**src/design/fsg_pkg.sv**
```systemverilog
// Package: offsets, field positions, reset values and address map
`default_nettype none
package fsg_pkg;
   // SFR addresses
   localparam logic [7:0]  FSG_ADDR_FLSC    = 8'hB6;
   localparam logic [7:0]  FSG_ADDR_PSC     = 8'h8F;
   localparam logic [7:0]  FSG_ADDR_LIMIT   = 8'hB7;
   // Reset values
   localparam logic [7:0]  FSG_RST_FLSC     = 8'h80;
   localparam logic [7:0]  FSG_RST_PSC      = 8'h00;
   localparam logic [7:0]  FSG_RST_LIMIT    = 8'h00;
   localparam logic [7:0]  FSG_RST_LOCK     = 8'hFF;
   // Field positions
   localparam int          FSG_BIT_UFWE     = 0;
   localparam int          FSG_BIT_SWE      = 0;
   localparam int          FSG_BIT_SEE      = 1;
   localparam int          FSG_BIT_SFLE     = 2;
   localparam logic [7:0]  FSG_FLSC_WMASK   = 8'hC1;
   localparam logic [7:0]  FSG_PSC_WMASK    = 8'h07;
   // Flash map
   localparam logic [15:0] FSG_RLOCK_ADDR   = 16'hFDFF;
   localparam logic [15:0] FSG_WLOCK_ADDR   = 16'hFDFE;
   localparam logic [6:0]  FSG_LOCK_PAGE    = 7'h7E;
   localparam int          FSG_BLK_MSB      = 15;
   localparam int          FSG_BLK_LSB      = 13;
   localparam int          FSG_PAGE_LSB     = 9;
   localparam logic [7:0]  FSG_ZERO_BYTE    = 8'h00;
   localparam logic [7:0]  FSG_UNDEF_BYTE   = 8'hFF;
endpackage : fsg_pkg
`default_nettype wire

```
**src/design/fsg_guard.sv**
```systemverilog
// Flash security guard: write/erase enables, JTAG locks, read limit
`timescale 1ns/1ps
`default_nettype none
// ---------------------------------------------------------------
// How it works
// - Software write needs both write enables; erase also needs erase enable
// - Each lock bit guards one 8k block
// - Read lock byte at 0xFDFF gates reads
// - Write lock byte at 0xFDFE gates writes
// - Scratchpad locked only when all blocks locked
// - Lock page: software write ok, erase refused
// - Read-locked JTAG read gives undefined data
// - Lock bits always readable and clearable
// - Only reset, JTAG mass erase or JTAG lock page erase removes locks
// - JTAG erase of lock byte: mass erase
// - Other lock page JTAG erase: page only
// - Read limit splits lower and upper partition
// - Upper MOVC of lower address returns zero
// - Upper code may fetch lower instructions
// - Lower code reads everything freely
// - Limit address is register byte then zero
// - Limit resets to zero, all readable
// - User flash write enable gates software writes and erases
// ---------------------------------------------------------------
module fsg_guard
   import fsg_pkg::*;
(
   // Clock and reset
   input  wire logic        core_clk,
   input  wire logic        nrst,
   // SFR access from the core
   input  wire logic        sfr_wr,
   input  wire logic        sfr_rd,
   input  wire logic [7:0]  sfr_addr,
   input  wire logic [7:0]  sfr_wdata,
   output var  logic [7:0]  sfr_rdata,
   // Core MOVX flash write/erase request
   input  wire logic        cpu_wr_req,
   input  wire logic [15:0] cpu_wr_addr,
   input  wire logic [7:0]  cpu_wr_data,
   // Core MOVC read and opcode fetch
   input  wire logic        movc_req,
   input  wire logic        fetch_req,
   input  wire logic [15:0] cpu_pc,
   input  wire logic [15:0] cpu_rd_addr,
   // JTAG programmer requests
   input  wire logic        jtag_rd_req,
   input  wire logic        jtag_wr_req,
   input  wire logic        jtag_er_req,
   input  wire logic [15:0] jtag_addr,
   input  wire logic [7:0]  jtag_wdata,
   input  wire logic        jtag_dbg_req,
   // Flash array port
   input  wire logic [7:0]  flash_rdata,
   output var  logic        fl_wr,
   output var  logic        fl_page_er,
   output var  logic        fl_mass_er,
   output var  logic        fl_scratch,
   output var  logic [15:0] fl_addr,
   output var  logic [7:0]  fl_wdata,
   // Read data back to core and JTAG
   output var  logic [7:0]  cpu_rdata,
   output var  logic        cpu_rvalid,
   output var  logic [7:0]  jtag_rdata,
   output var  logic        jtag_rvalid,
   output var  logic        fetch_ok,
   output var  logic        dbg_allow,
   output var  logic        jtag_refused
);

   // ------------------------------------------------------------
   // Helpers
   // ------------------------------------------------------------
   function automatic logic lock_open(input logic [7:0]  lock,
                                      input logic [15:0] a,
                                      input logic        scr);
      // Scratchpad counts locked only when every block is locked
      if (scr)
         return (lock != FSG_ZERO_BYTE);
      return lock[a[FSG_BLK_MSB:FSG_BLK_LSB]];
   endfunction

   function automatic logic is_lock_byte(input logic [15:0] a);
      return (a == FSG_RLOCK_ADDR) || (a == FSG_WLOCK_ADDR);
   endfunction

   function automatic logic in_lock_page(input logic [15:0] a);
      return a[FSG_BLK_MSB:FSG_PAGE_LSB] == FSG_LOCK_PAGE;
   endfunction

   // ------------------------------------------------------------
   // Registers
   // ------------------------------------------------------------
   logic [7:0]  flsc_r;
   logic [7:0]  psc_r;
   logic [7:0]  limit_r;
   logic [7:0]  rlock_r;
   logic [7:0]  wlock_r;
   logic [15:0] limit_addr;
   logic        sw_ok;
   logic        scr_sel;

   assign limit_addr = {limit_r, FSG_ZERO_BYTE};
   assign scr_sel    = psc_r[FSG_BIT_SFLE];
   assign sw_ok      = flsc_r[FSG_BIT_UFWE] &
                       psc_r[FSG_BIT_SWE];

   // Flash control: only the user write enable and read bits are kept
   always_ff @(posedge core_clk or negedge nrst) begin
      if (!nrst) begin
         flsc_r <= FSG_RST_FLSC;
      end else if (sfr_wr && sfr_addr == FSG_ADDR_FLSC) begin
         flsc_r <= sfr_wdata & FSG_FLSC_WMASK;
      end
   end

   // Program store control: write, erase and scratchpad select
   always_ff @(posedge core_clk or negedge nrst) begin
      if (!nrst) begin
         psc_r <= FSG_RST_PSC;
      end else if (sfr_wr && sfr_addr == FSG_ADDR_PSC) begin
         psc_r <= sfr_wdata & FSG_PSC_WMASK;
      end
   end

   // Read limit byte: zero after reset leaves all memory readable
   always_ff @(posedge core_clk or negedge nrst) begin
      if (!nrst) begin
         limit_r <= FSG_RST_LIMIT;
      end else if (sfr_wr && sfr_addr == FSG_ADDR_LIMIT) begin
         limit_r <= sfr_wdata;
      end
   end

   // Register read back, registered one cycle after the strobe

   always_ff @(posedge core_clk or negedge nrst) begin
      if (!nrst) begin
         sfr_rdata <= FSG_ZERO_BYTE;
      end else if (sfr_rd) begin
         unique case (sfr_addr)
            FSG_ADDR_FLSC:  sfr_rdata <= flsc_r;
            FSG_ADDR_PSC:   sfr_rdata <= psc_r;
            FSG_ADDR_LIMIT: sfr_rdata <= limit_r;
            default:        sfr_rdata <= FSG_ZERO_BYTE;
         endcase
      end
   end

   // ------------------------------------------------------------
   // Lock byte shadows
   // ------------------------------------------------------------
   // Writes only clear bits (flash AND); only reset and erases set them again
   logic cpu_lock_wr;
   logic jtag_lock_wr;
   logic mass_er;
   logic page_er_lock;
   assign cpu_lock_wr  = cpu_wr_req & sw_ok & ~psc_r[FSG_BIT_SEE] &
                         ~scr_sel & is_lock_byte(cpu_wr_addr);
   assign jtag_lock_wr = jtag_wr_req & is_lock_byte(jtag_addr);
   assign mass_er      = jtag_er_req & is_lock_byte(jtag_addr);
   assign page_er_lock = jtag_er_req & ~is_lock_byte(jtag_addr) &
                         in_lock_page(jtag_addr) &
                         wlock_r[jtag_addr[FSG_BLK_MSB:FSG_BLK_LSB]];

   // Read lock shadow: erase restores all ones, writes only clear
   always_ff @(posedge core_clk or negedge nrst) begin
      if (!nrst) begin
         rlock_r <= FSG_RST_LOCK;
      end else if (mass_er || page_er_lock) begin
         rlock_r <= FSG_RST_LOCK;
      end else begin
         if (cpu_lock_wr && cpu_wr_addr == FSG_RLOCK_ADDR)
            rlock_r <= rlock_r & cpu_wr_data;
         if (jtag_lock_wr && jtag_addr == FSG_RLOCK_ADDR)
            rlock_r <= rlock_r & jtag_wdata;
      end
   end

   // Write/erase lock shadow: same erase and clear behaviour
   always_ff @(posedge core_clk or negedge nrst) begin
      if (!nrst) begin
         wlock_r <= FSG_RST_LOCK;
      end else if (mass_er || page_er_lock) begin
         wlock_r <= FSG_RST_LOCK;
      end else begin
         if (cpu_lock_wr && cpu_wr_addr == FSG_WLOCK_ADDR)
            wlock_r <= wlock_r & cpu_wr_data;
         if (jtag_lock_wr && jtag_addr == FSG_WLOCK_ADDR)
            wlock_r <= wlock_r & jtag_wdata;
      end
   end

   // ------------------------------------------------------------
   // Flash command arbitration
   // ------------------------------------------------------------
   always_ff @(posedge core_clk or negedge nrst) begin
      if (!nrst) begin
         fl_wr        <= 1'b0;
         fl_page_er   <= 1'b0;
         fl_mass_er   <= 1'b0;
         fl_scratch   <= 1'b0;
         fl_addr      <= 16'h0000;
         fl_wdata     <= FSG_ZERO_BYTE;
         jtag_refused <= 1'b0;
      end else begin
         fl_wr        <= 1'b0;
         fl_page_er   <= 1'b0;
         fl_mass_er   <= 1'b0;
         fl_scratch   <= 1'b0;
         jtag_refused <= 1'b0;
         if (jtag_er_req) begin
            fl_addr <= jtag_addr;
            if (mass_er) begin
               fl_mass_er <= 1'b1;
            end else if (in_lock_page(jtag_addr) && page_er_lock) begin
               fl_page_er <= 1'b1;
            end else if (lock_open(wlock_r, jtag_addr, 1'b0) &&
                         !in_lock_page(jtag_addr)) begin
               fl_page_er <= 1'b1;
            end else begin
               jtag_refused <= 1'b1;
            end
         end else if (jtag_wr_req) begin
            fl_addr  <= jtag_addr;
            fl_wdata <= jtag_wdata;
            if (is_lock_byte(jtag_addr) ||
                lock_open(wlock_r, jtag_addr, 1'b0))
               fl_wr <= 1'b1;
            else
               jtag_refused <= 1'b1;
         end else if (cpu_wr_req && sw_ok) begin
            fl_addr    <= cpu_wr_addr;
            fl_wdata   <= cpu_wr_data;
            fl_scratch <= scr_sel;
            if (psc_r[FSG_BIT_SEE]) begin
               // Lock page cannot be erased by software
               if (scr_sel || !in_lock_page(cpu_wr_addr))
                  fl_page_er <= 1'b1;
            end else begin
               fl_wr <= 1'b1;
            end
         end
      end
   end

   // ------------------------------------------------------------
   // Read filtering
   // ------------------------------------------------------------
   logic pc_upper;
   logic src_lower;
   assign pc_upper  = cpu_pc >= limit_addr;
   assign src_lower = cpu_rd_addr < limit_addr;

   // MOVC answer strobe
   always_ff @(posedge core_clk or negedge nrst) begin
      if (!nrst) begin
         cpu_rvalid <= 1'b0;
      end else begin
         cpu_rvalid <= movc_req;
      end
   end

   // Opcode fetch is never restricted by the read limit
   always_ff @(posedge core_clk or negedge nrst) begin
      if (!nrst) begin
         fetch_ok <= 1'b0;
      end else begin
         fetch_ok <= fetch_req;
      end
   end

   // MOVC data: upper code reading the lower partition sees zero
   always_ff @(posedge core_clk or negedge nrst) begin
      if (!nrst) begin
         cpu_rdata <= FSG_ZERO_BYTE;
      end else if (movc_req) begin
         if (!scr_sel && pc_upper && src_lower)
            cpu_rdata <= FSG_ZERO_BYTE;
         else
            cpu_rdata <= flash_rdata;
      end
   end

   // ------------------------------------------------------------
   // JTAG read and debug gating
   // ------------------------------------------------------------
   // JTAG answer strobe
   always_ff @(posedge core_clk or negedge nrst) begin
      if (!nrst) begin
         jtag_rvalid <= 1'b0;
      end else begin
         jtag_rvalid <= jtag_rd_req;
      end
   end

   // Debug only while the executing block is read-unlocked
   always_ff @(posedge core_clk or negedge nrst) begin
      if (!nrst) begin
         dbg_allow <= 1'b0;
      end else begin
         dbg_allow <= jtag_dbg_req &
                      lock_open(rlock_r, cpu_pc, 1'b0);
      end
   end

   // JTAG data: lock bytes always visible, locked blocks hidden
   always_ff @(posedge core_clk or negedge nrst) begin
      if (!nrst) begin
         jtag_rdata <= FSG_ZERO_BYTE;
      end else begin
         if (jtag_rd_req) begin
            if (jtag_addr == FSG_RLOCK_ADDR)
               jtag_rdata <= rlock_r;
            else if (jtag_addr == FSG_WLOCK_ADDR)
               jtag_rdata <= wlock_r;
            else if (lock_open(rlock_r, jtag_addr, scr_sel))
               jtag_rdata <= flash_rdata;
            else
               jtag_rdata <= FSG_UNDEF_BYTE;
         end
      end
   end

endmodule // fsg_guard
`default_nettype wire

```
**config.mk**
```make
export PLATFORM = sky130hd
export DESIGN_NAME = fsg_guard
export DESIGN_NICKNAME = d
export VERILOG_FILES = /design/src/design/fsg_pkg.sv /design/src/design/fsg_guard.sv
export SDC_FILE = /design/constraint.sdc
export NUM_CORES = 1
export LEC_CHECK = 0
export ABC_AREA = 1
export BUFFER_PORTS_ARGS = -buffer_cell sky130_fd_sc_hd__buf_4
export CORE_MARGIN = 5
export CORE_UTILIZATION = 46
export DETAILED_ROUTE_END_ITERATION = 16
export MAX_ROUTING_LAYER = met4
export PLACE_DENSITY = 0.88
export REMOVE_ABC_BUFFERS = 1
export SLEW_MARGIN = 10
export SYNTH_ARGS = -nofsm -noshare
export SYNTH_HDL_FRONTEND = slang
export SYNTH_SLANG_ARGS = --single-unit
```
**constraint.sdc**
```tcl
create_clock -name core_clk -period 1.47 [get_ports core_clk]
set_input_delay 0.147 -clock core_clk [delete_from_list [all_inputs] [get_ports core_clk]]
set_output_delay 0.147 -clock core_clk [all_outputs]
set_load 0.01 [all_outputs]
```
After elaboration in Yosys (flattened, before gate mapping)

Cells that the tools add are included.

Word-level logic and storage cells: 132
Memories: 0
Bits in writable memories: 0
ROM bits: 0
Output and inout port bits: 57
Bits in latches: 0
Bits in registers: 87

Divide/modulo/power cells: 0
Reduce and logical (&&, ||, !) cells: 26
Bitwise logic cells: 19
$lt $le $gt $ge: 4
Multipliers: 0
Add/subtract/negate cells: 0
Multiplexer cells: 55
Equality and inequality tests: 9
Shifts and indexed selects: 0

Operator list:

| kind                   | count |
|---|---|
| $mux W8                | 12 |
| $eq A16 B16 Y1 const B | 4 |
| $mux W16               | 3 |
| $mux W1                | 36 |
| $and A8 B8 Y8          | 4 |
| $eq A8 B8 Y1 const B   | 3 |
| $pmux W8 S3            | 1 |
| $ge A16 B16 Y1         | 1 |
| $lt A16 B16 Y1         | 1 |
| $eq A7 B7 Y1 const B   | 2 |
| $logic_and A1 B1 Y1    | 12 |
| $and A1 B1 Y1          | 11 |
| $bmux W1 S3            | 3 |
| $reduce_bool A3 Y1     | 3 |
| $lt A3 B4 Y1 const B   | 2 |
| $reduce_bool A8 Y1     | 1 |
| $logic_or A1 B1 Y1     | 5 |
| $not A1 Y1             | 4 |
| $logic_not A1 Y1       | 3 |
| $reduce_and A2 Y1      | 1 |
| $reduce_bool A2 Y1     | 1 |

Depth between registers and ports, before layout

Word-level depth: 11
Depth in mapped cells: 11
Depth with buffers taken out: 11

Worst setup path before layout

No wires, ideal clock.

Path type: register -> register
Start point: register limit_r[5]
End point: register cpu_rdata[0]
Data arrival time: 1.351 ns
Required time: 1.349 ns
Slack: -0.003 ns
Cell stages (with the launch flop): 9
Cell sequence: dfrtp_1 -> inv_1 -> ha_1 -> a21oi_1 -> nor2_1 -> a211oi_1 -> nand2_1 -> o21bai_1 -> nand2_1

Word-level cells in the longest chain between the ends: 4

Ends and longest elaborated chain:

| what                   | line             | text |
|---|---|---|
| from (decl)            | fsg_guard.sv:96  | `logic [7:0] limit_r;` |
| from (signal assigned) | fsg_guard.sv:131 | `limit_r <= sfr_wdata;` |
| $ge A16 B16 Y1         | fsg_guard.sv:252 | `assign pc_upper = cpu_pc >= limit_addr;` |
| $logic_and A1 B1 Y1    | fsg_guard.sv:278 | `if (!scr_sel && pc_upper && src_lower)` |
| $logic_and A1 B1 Y1 *  | fsg_guard.sv:278 |  |
| $mux W8 *              | fsg_guard.sv:278 |  |
| to (signal assigned)   | fsg_guard.sv:281 | `cpu_rdata <= flash_rdata;` |
| to (decl)              | fsg_guard.sv:62  | `output var logic [7:0] cpu_rdata,` |

Every way passes the cells marked *; elsewhere a longest branch is shown, timed or not.
A chain may end at the register's enable or synchronous reset.

Final worst setup path

Start point: register limit_r[5]
End point: register cpu_rdata[2]

The elaborated chain is that of the path after synthesis.

==> metrics <==
status complete, but fails checks; violated checks negative setup slack; Clock Latency Late Sink 370 ps; Crit Reg-Reg Startpoint limit_r[5]; PD cells 823 mW/mm^2; post-synthesis sequential area ratio 44.1%; yosys warns 0; gr ovfl total 0; most instantiated cells after synthesis nand2_1, nor2_1, dfrtp_1; initial antenna violation count 0; Placed Area 0.00666 sq mm; Worst path top cell family by delay compound AO/OA/AOI/OAI gates; Crit Path Class flip-flop to flip-flop; Num CTS Buffers 9; GRT Overall Usage 24.8%; die height 114 um; R2R cell count 8; Synth-to-Final Area Change 45.4%; Critical Path Source limit_r[5]; startpoint types flip-flop; number of diodes 0; CP max stage delay 390 ps; FF+latch count, synth 87; cell total after placement 1001; max-cap violation count 0; htree depth 3; GPL Wtd Cong 0.901; Non-Filler Instances 1030; Iter 0 DRT Violations 390; DRT antenna net count 0; Slew @ Worst Pin 457 ps; critical path cell sequence inv_2 > ha_4 > a21oi_2 > nor2_1 > a211oi_2 > nand2_4 > o21bai_1 > nand2_1; top-area cell type share of the netlist area 35.2%; Clock Tree Buf Depth 2; Layout Skew 17.9 ps; row cnt 38; CP endpoint kind flip-flop; Post-Syn Area 0.00498 sq mm; Period Utilization, post-route 105%; I/O Buffers 163; unrepaired setup endpoints after global routing true; count leader, synth nand2_1; CP Data Required Time 1730 ps; Max Freq 651 MHz; core area 0.0107 sq mm; worst hold path class input port to flip-flop; flop-to-flop setup slack -70 ps; fraction of registers with async set or reset after synthesis 100%; chip width 114 um; Final setup viols 8; first-pass GRT wire length 25100 um; vias per cell 5.25; leakage 3.74 nW; Slew HR 69.5%; Root Buffer Master clkbuf_8; worst vdd ir 0.436 mV; max-slew violations 0; hpwl dp 11800 um; worst hold stages 3; Post-synth EDFFs 0; DRT Wirelength 16200 um; clock sinks 87; DRC 0; largest net degree at the start of global routing 53; Worst Path Max Fanout 8; Wirelength per Cell 15.7 um; ys flop type dfrtp_1; pre-CTS setup slack -147 ps; Fin. Hold Viols 0; Reg clk slew, reported paths 90 ps; full die area 0.0130 sq mm; Initial Util 46.3%; highest-delay cell along the critical path dfrtp_1; hold wc startpoint sfr_wdata[7]; largest cells by area after synthesis dfrtp_1, nand2_1, dfstp_2; final net count 1015; IO Pins 172; post-route design area 0.00724 sq mm; Yosys cell types 39; Filler Cells Inserted 879; Cells after Synth 667; vias 5411; Final Critical Period 1540 ps; Worst Path Buf+Inv 1; TritonCTS clock tree yes; cell taking the most area after synthesis dfrtp_1; first drt pass iteration count 5; Reg-to-Reg End cpu_rdata[2]; CP arrival 1800 ps; final worst slack -67.0 ps; fraction of final layout cells sized beyond drive strength 1 35.5%; worst hold path endpoint limit_r[7]; vias in the first global route 5229; Mean Syn Cell Area 7.47 sq um
cells by family after synthesis:
kind of cell | count (synthesis) | share of synthesized area, %
adder cells (fa/ha/maj) | 15 | 3.77
AO/OA/AOI/OAI | 104 | 12.5
flip-flops | 87 | 44.1
buffers and inverters | 77 | 6.33
AND/OR/NAND/NOR | 384 | 33.3
where the power goes:
group          switching [mW]  internal [mW]  leakage (nW)
clock                   0.915          0.883        0.0988
combinational           0.750          0.711          2.66
sequential              0.109           2.59         0.982
total                    1.77           4.19          3.74
timing repair:
| item | CTS | global route |
|---|---|---|
| setup endpoints to repair | 8 | 39 |
| pin swaps | 13 | 25 |
| buffers inserted | 1 | 3 |
| hold endpoints to repair | 92 | 0 |
| gates cloned | 0 | 1 |
| gates resized for setup | 24 | 39 |
| hold buffers | 8 | 0 |
worst max path at each step:
stage                                to  cells after the start  slack (ps)
after floorplan            cpu_rdata[0]                      8          -3
after global placement     cpu_rdata[1]                      9        -120
after CTS                  cpu_rdata[2]                      9         -20
after detailed placement  jtag_rdata[6]                     11        -150
final                      cpu_rdata[2]                      8         -70
after global routing       cpu_rdata[4]                      9        -140
state kept, by name, summed over array words and instances (netlist names), 3 cells and up:
signal and cells:
wlock_r 8, fl_wdata 8, cpu_rdata 8, limit_r 8, psc_r 3, sfr_rdata 8
flsc_r 3, rlock_r 8, fl_addr 16, jtag_rdata 8
cells in the final DEF, fill, tap and decap left out, types with 8 or more instances in the layout:
| cell type | synthesis | final |
|---|---|---|
| dlygate4sd3_1 | 0 | 8 |
| nand3_1 | 49 | 40 |
| or2_2 | 8 | 8 |
| a21oi_1 | 13 | 11 |
| o21ai_0 | 42 | 31 |
| nand3_2 | 3 | 11 |
| o22ai_1 | 17 | 17 |
| clkbuf_8 | 0 | 11 |
| dfstp_2 | 17 | 17 |
| nor2_1 | 87 | 84 |
| dfrtp_1 | 70 | 70 |
| inv_2 | 4 | 11 |
| inv_1 | 58 | 51 |
| nand2_1 | 212 | 205 |
| buf_4 | 0 | 208 |
| o21bai_1 | 10 | 10 |
| nand2_2 | 5 | 8 |
| o21ai_1 | 1 | 9 |
| ha_1 | 15 | 8 |
area by class of cell:
class / instances / area, sq um / area share [%]
inverter: 63 / 238 / 3.28
tap: 140 / 175 / 2.42
multi-input combinational: 503 / 2700 / 37.3
clock buffer: 12 / 155 / 2.14
timing repair buffer: 221 / 1720 / 23.7
clock inverter: 4 / 53.8 / 0.743
sequential: 87 / 2200 / 30.4
through the flow:
| stage | hold slack [ps] | utilization (%) | power [mW] | setup TNS (ps) |
|---|---|---|---|---|
| after floorplan | -149 | - | 3.24 | -22.0 |
| after global placement | 131 | 62.0 | 4.01 | -1140 |
| after detailed placement | 135 | 62.0 | 4.04 | -1810 |
| after CTS | 0.746 | 65.8 | 5.88 | -20.6 |
| after global routing | 8.57 | 67.4 | 6.23 | -1490 |
| final | 12.7 | 67.4 | 5.96 | -399 |
per-layer routing:
metal	share of wire [%]	vias up	track usage (%)
li1	-	2620	-
met1	41	2544	30.5
met2	50	225	42.3
met3	7.0	22	4.14
met4	1.6	0	6.73
met5	0	-	-
worst min-delay path, cell delays in order:
cell and delay (ps):
buf_4 80, nand2_1 40, o21ai_0 60
No activity file was read; power rests on OpenSTA's default activity.
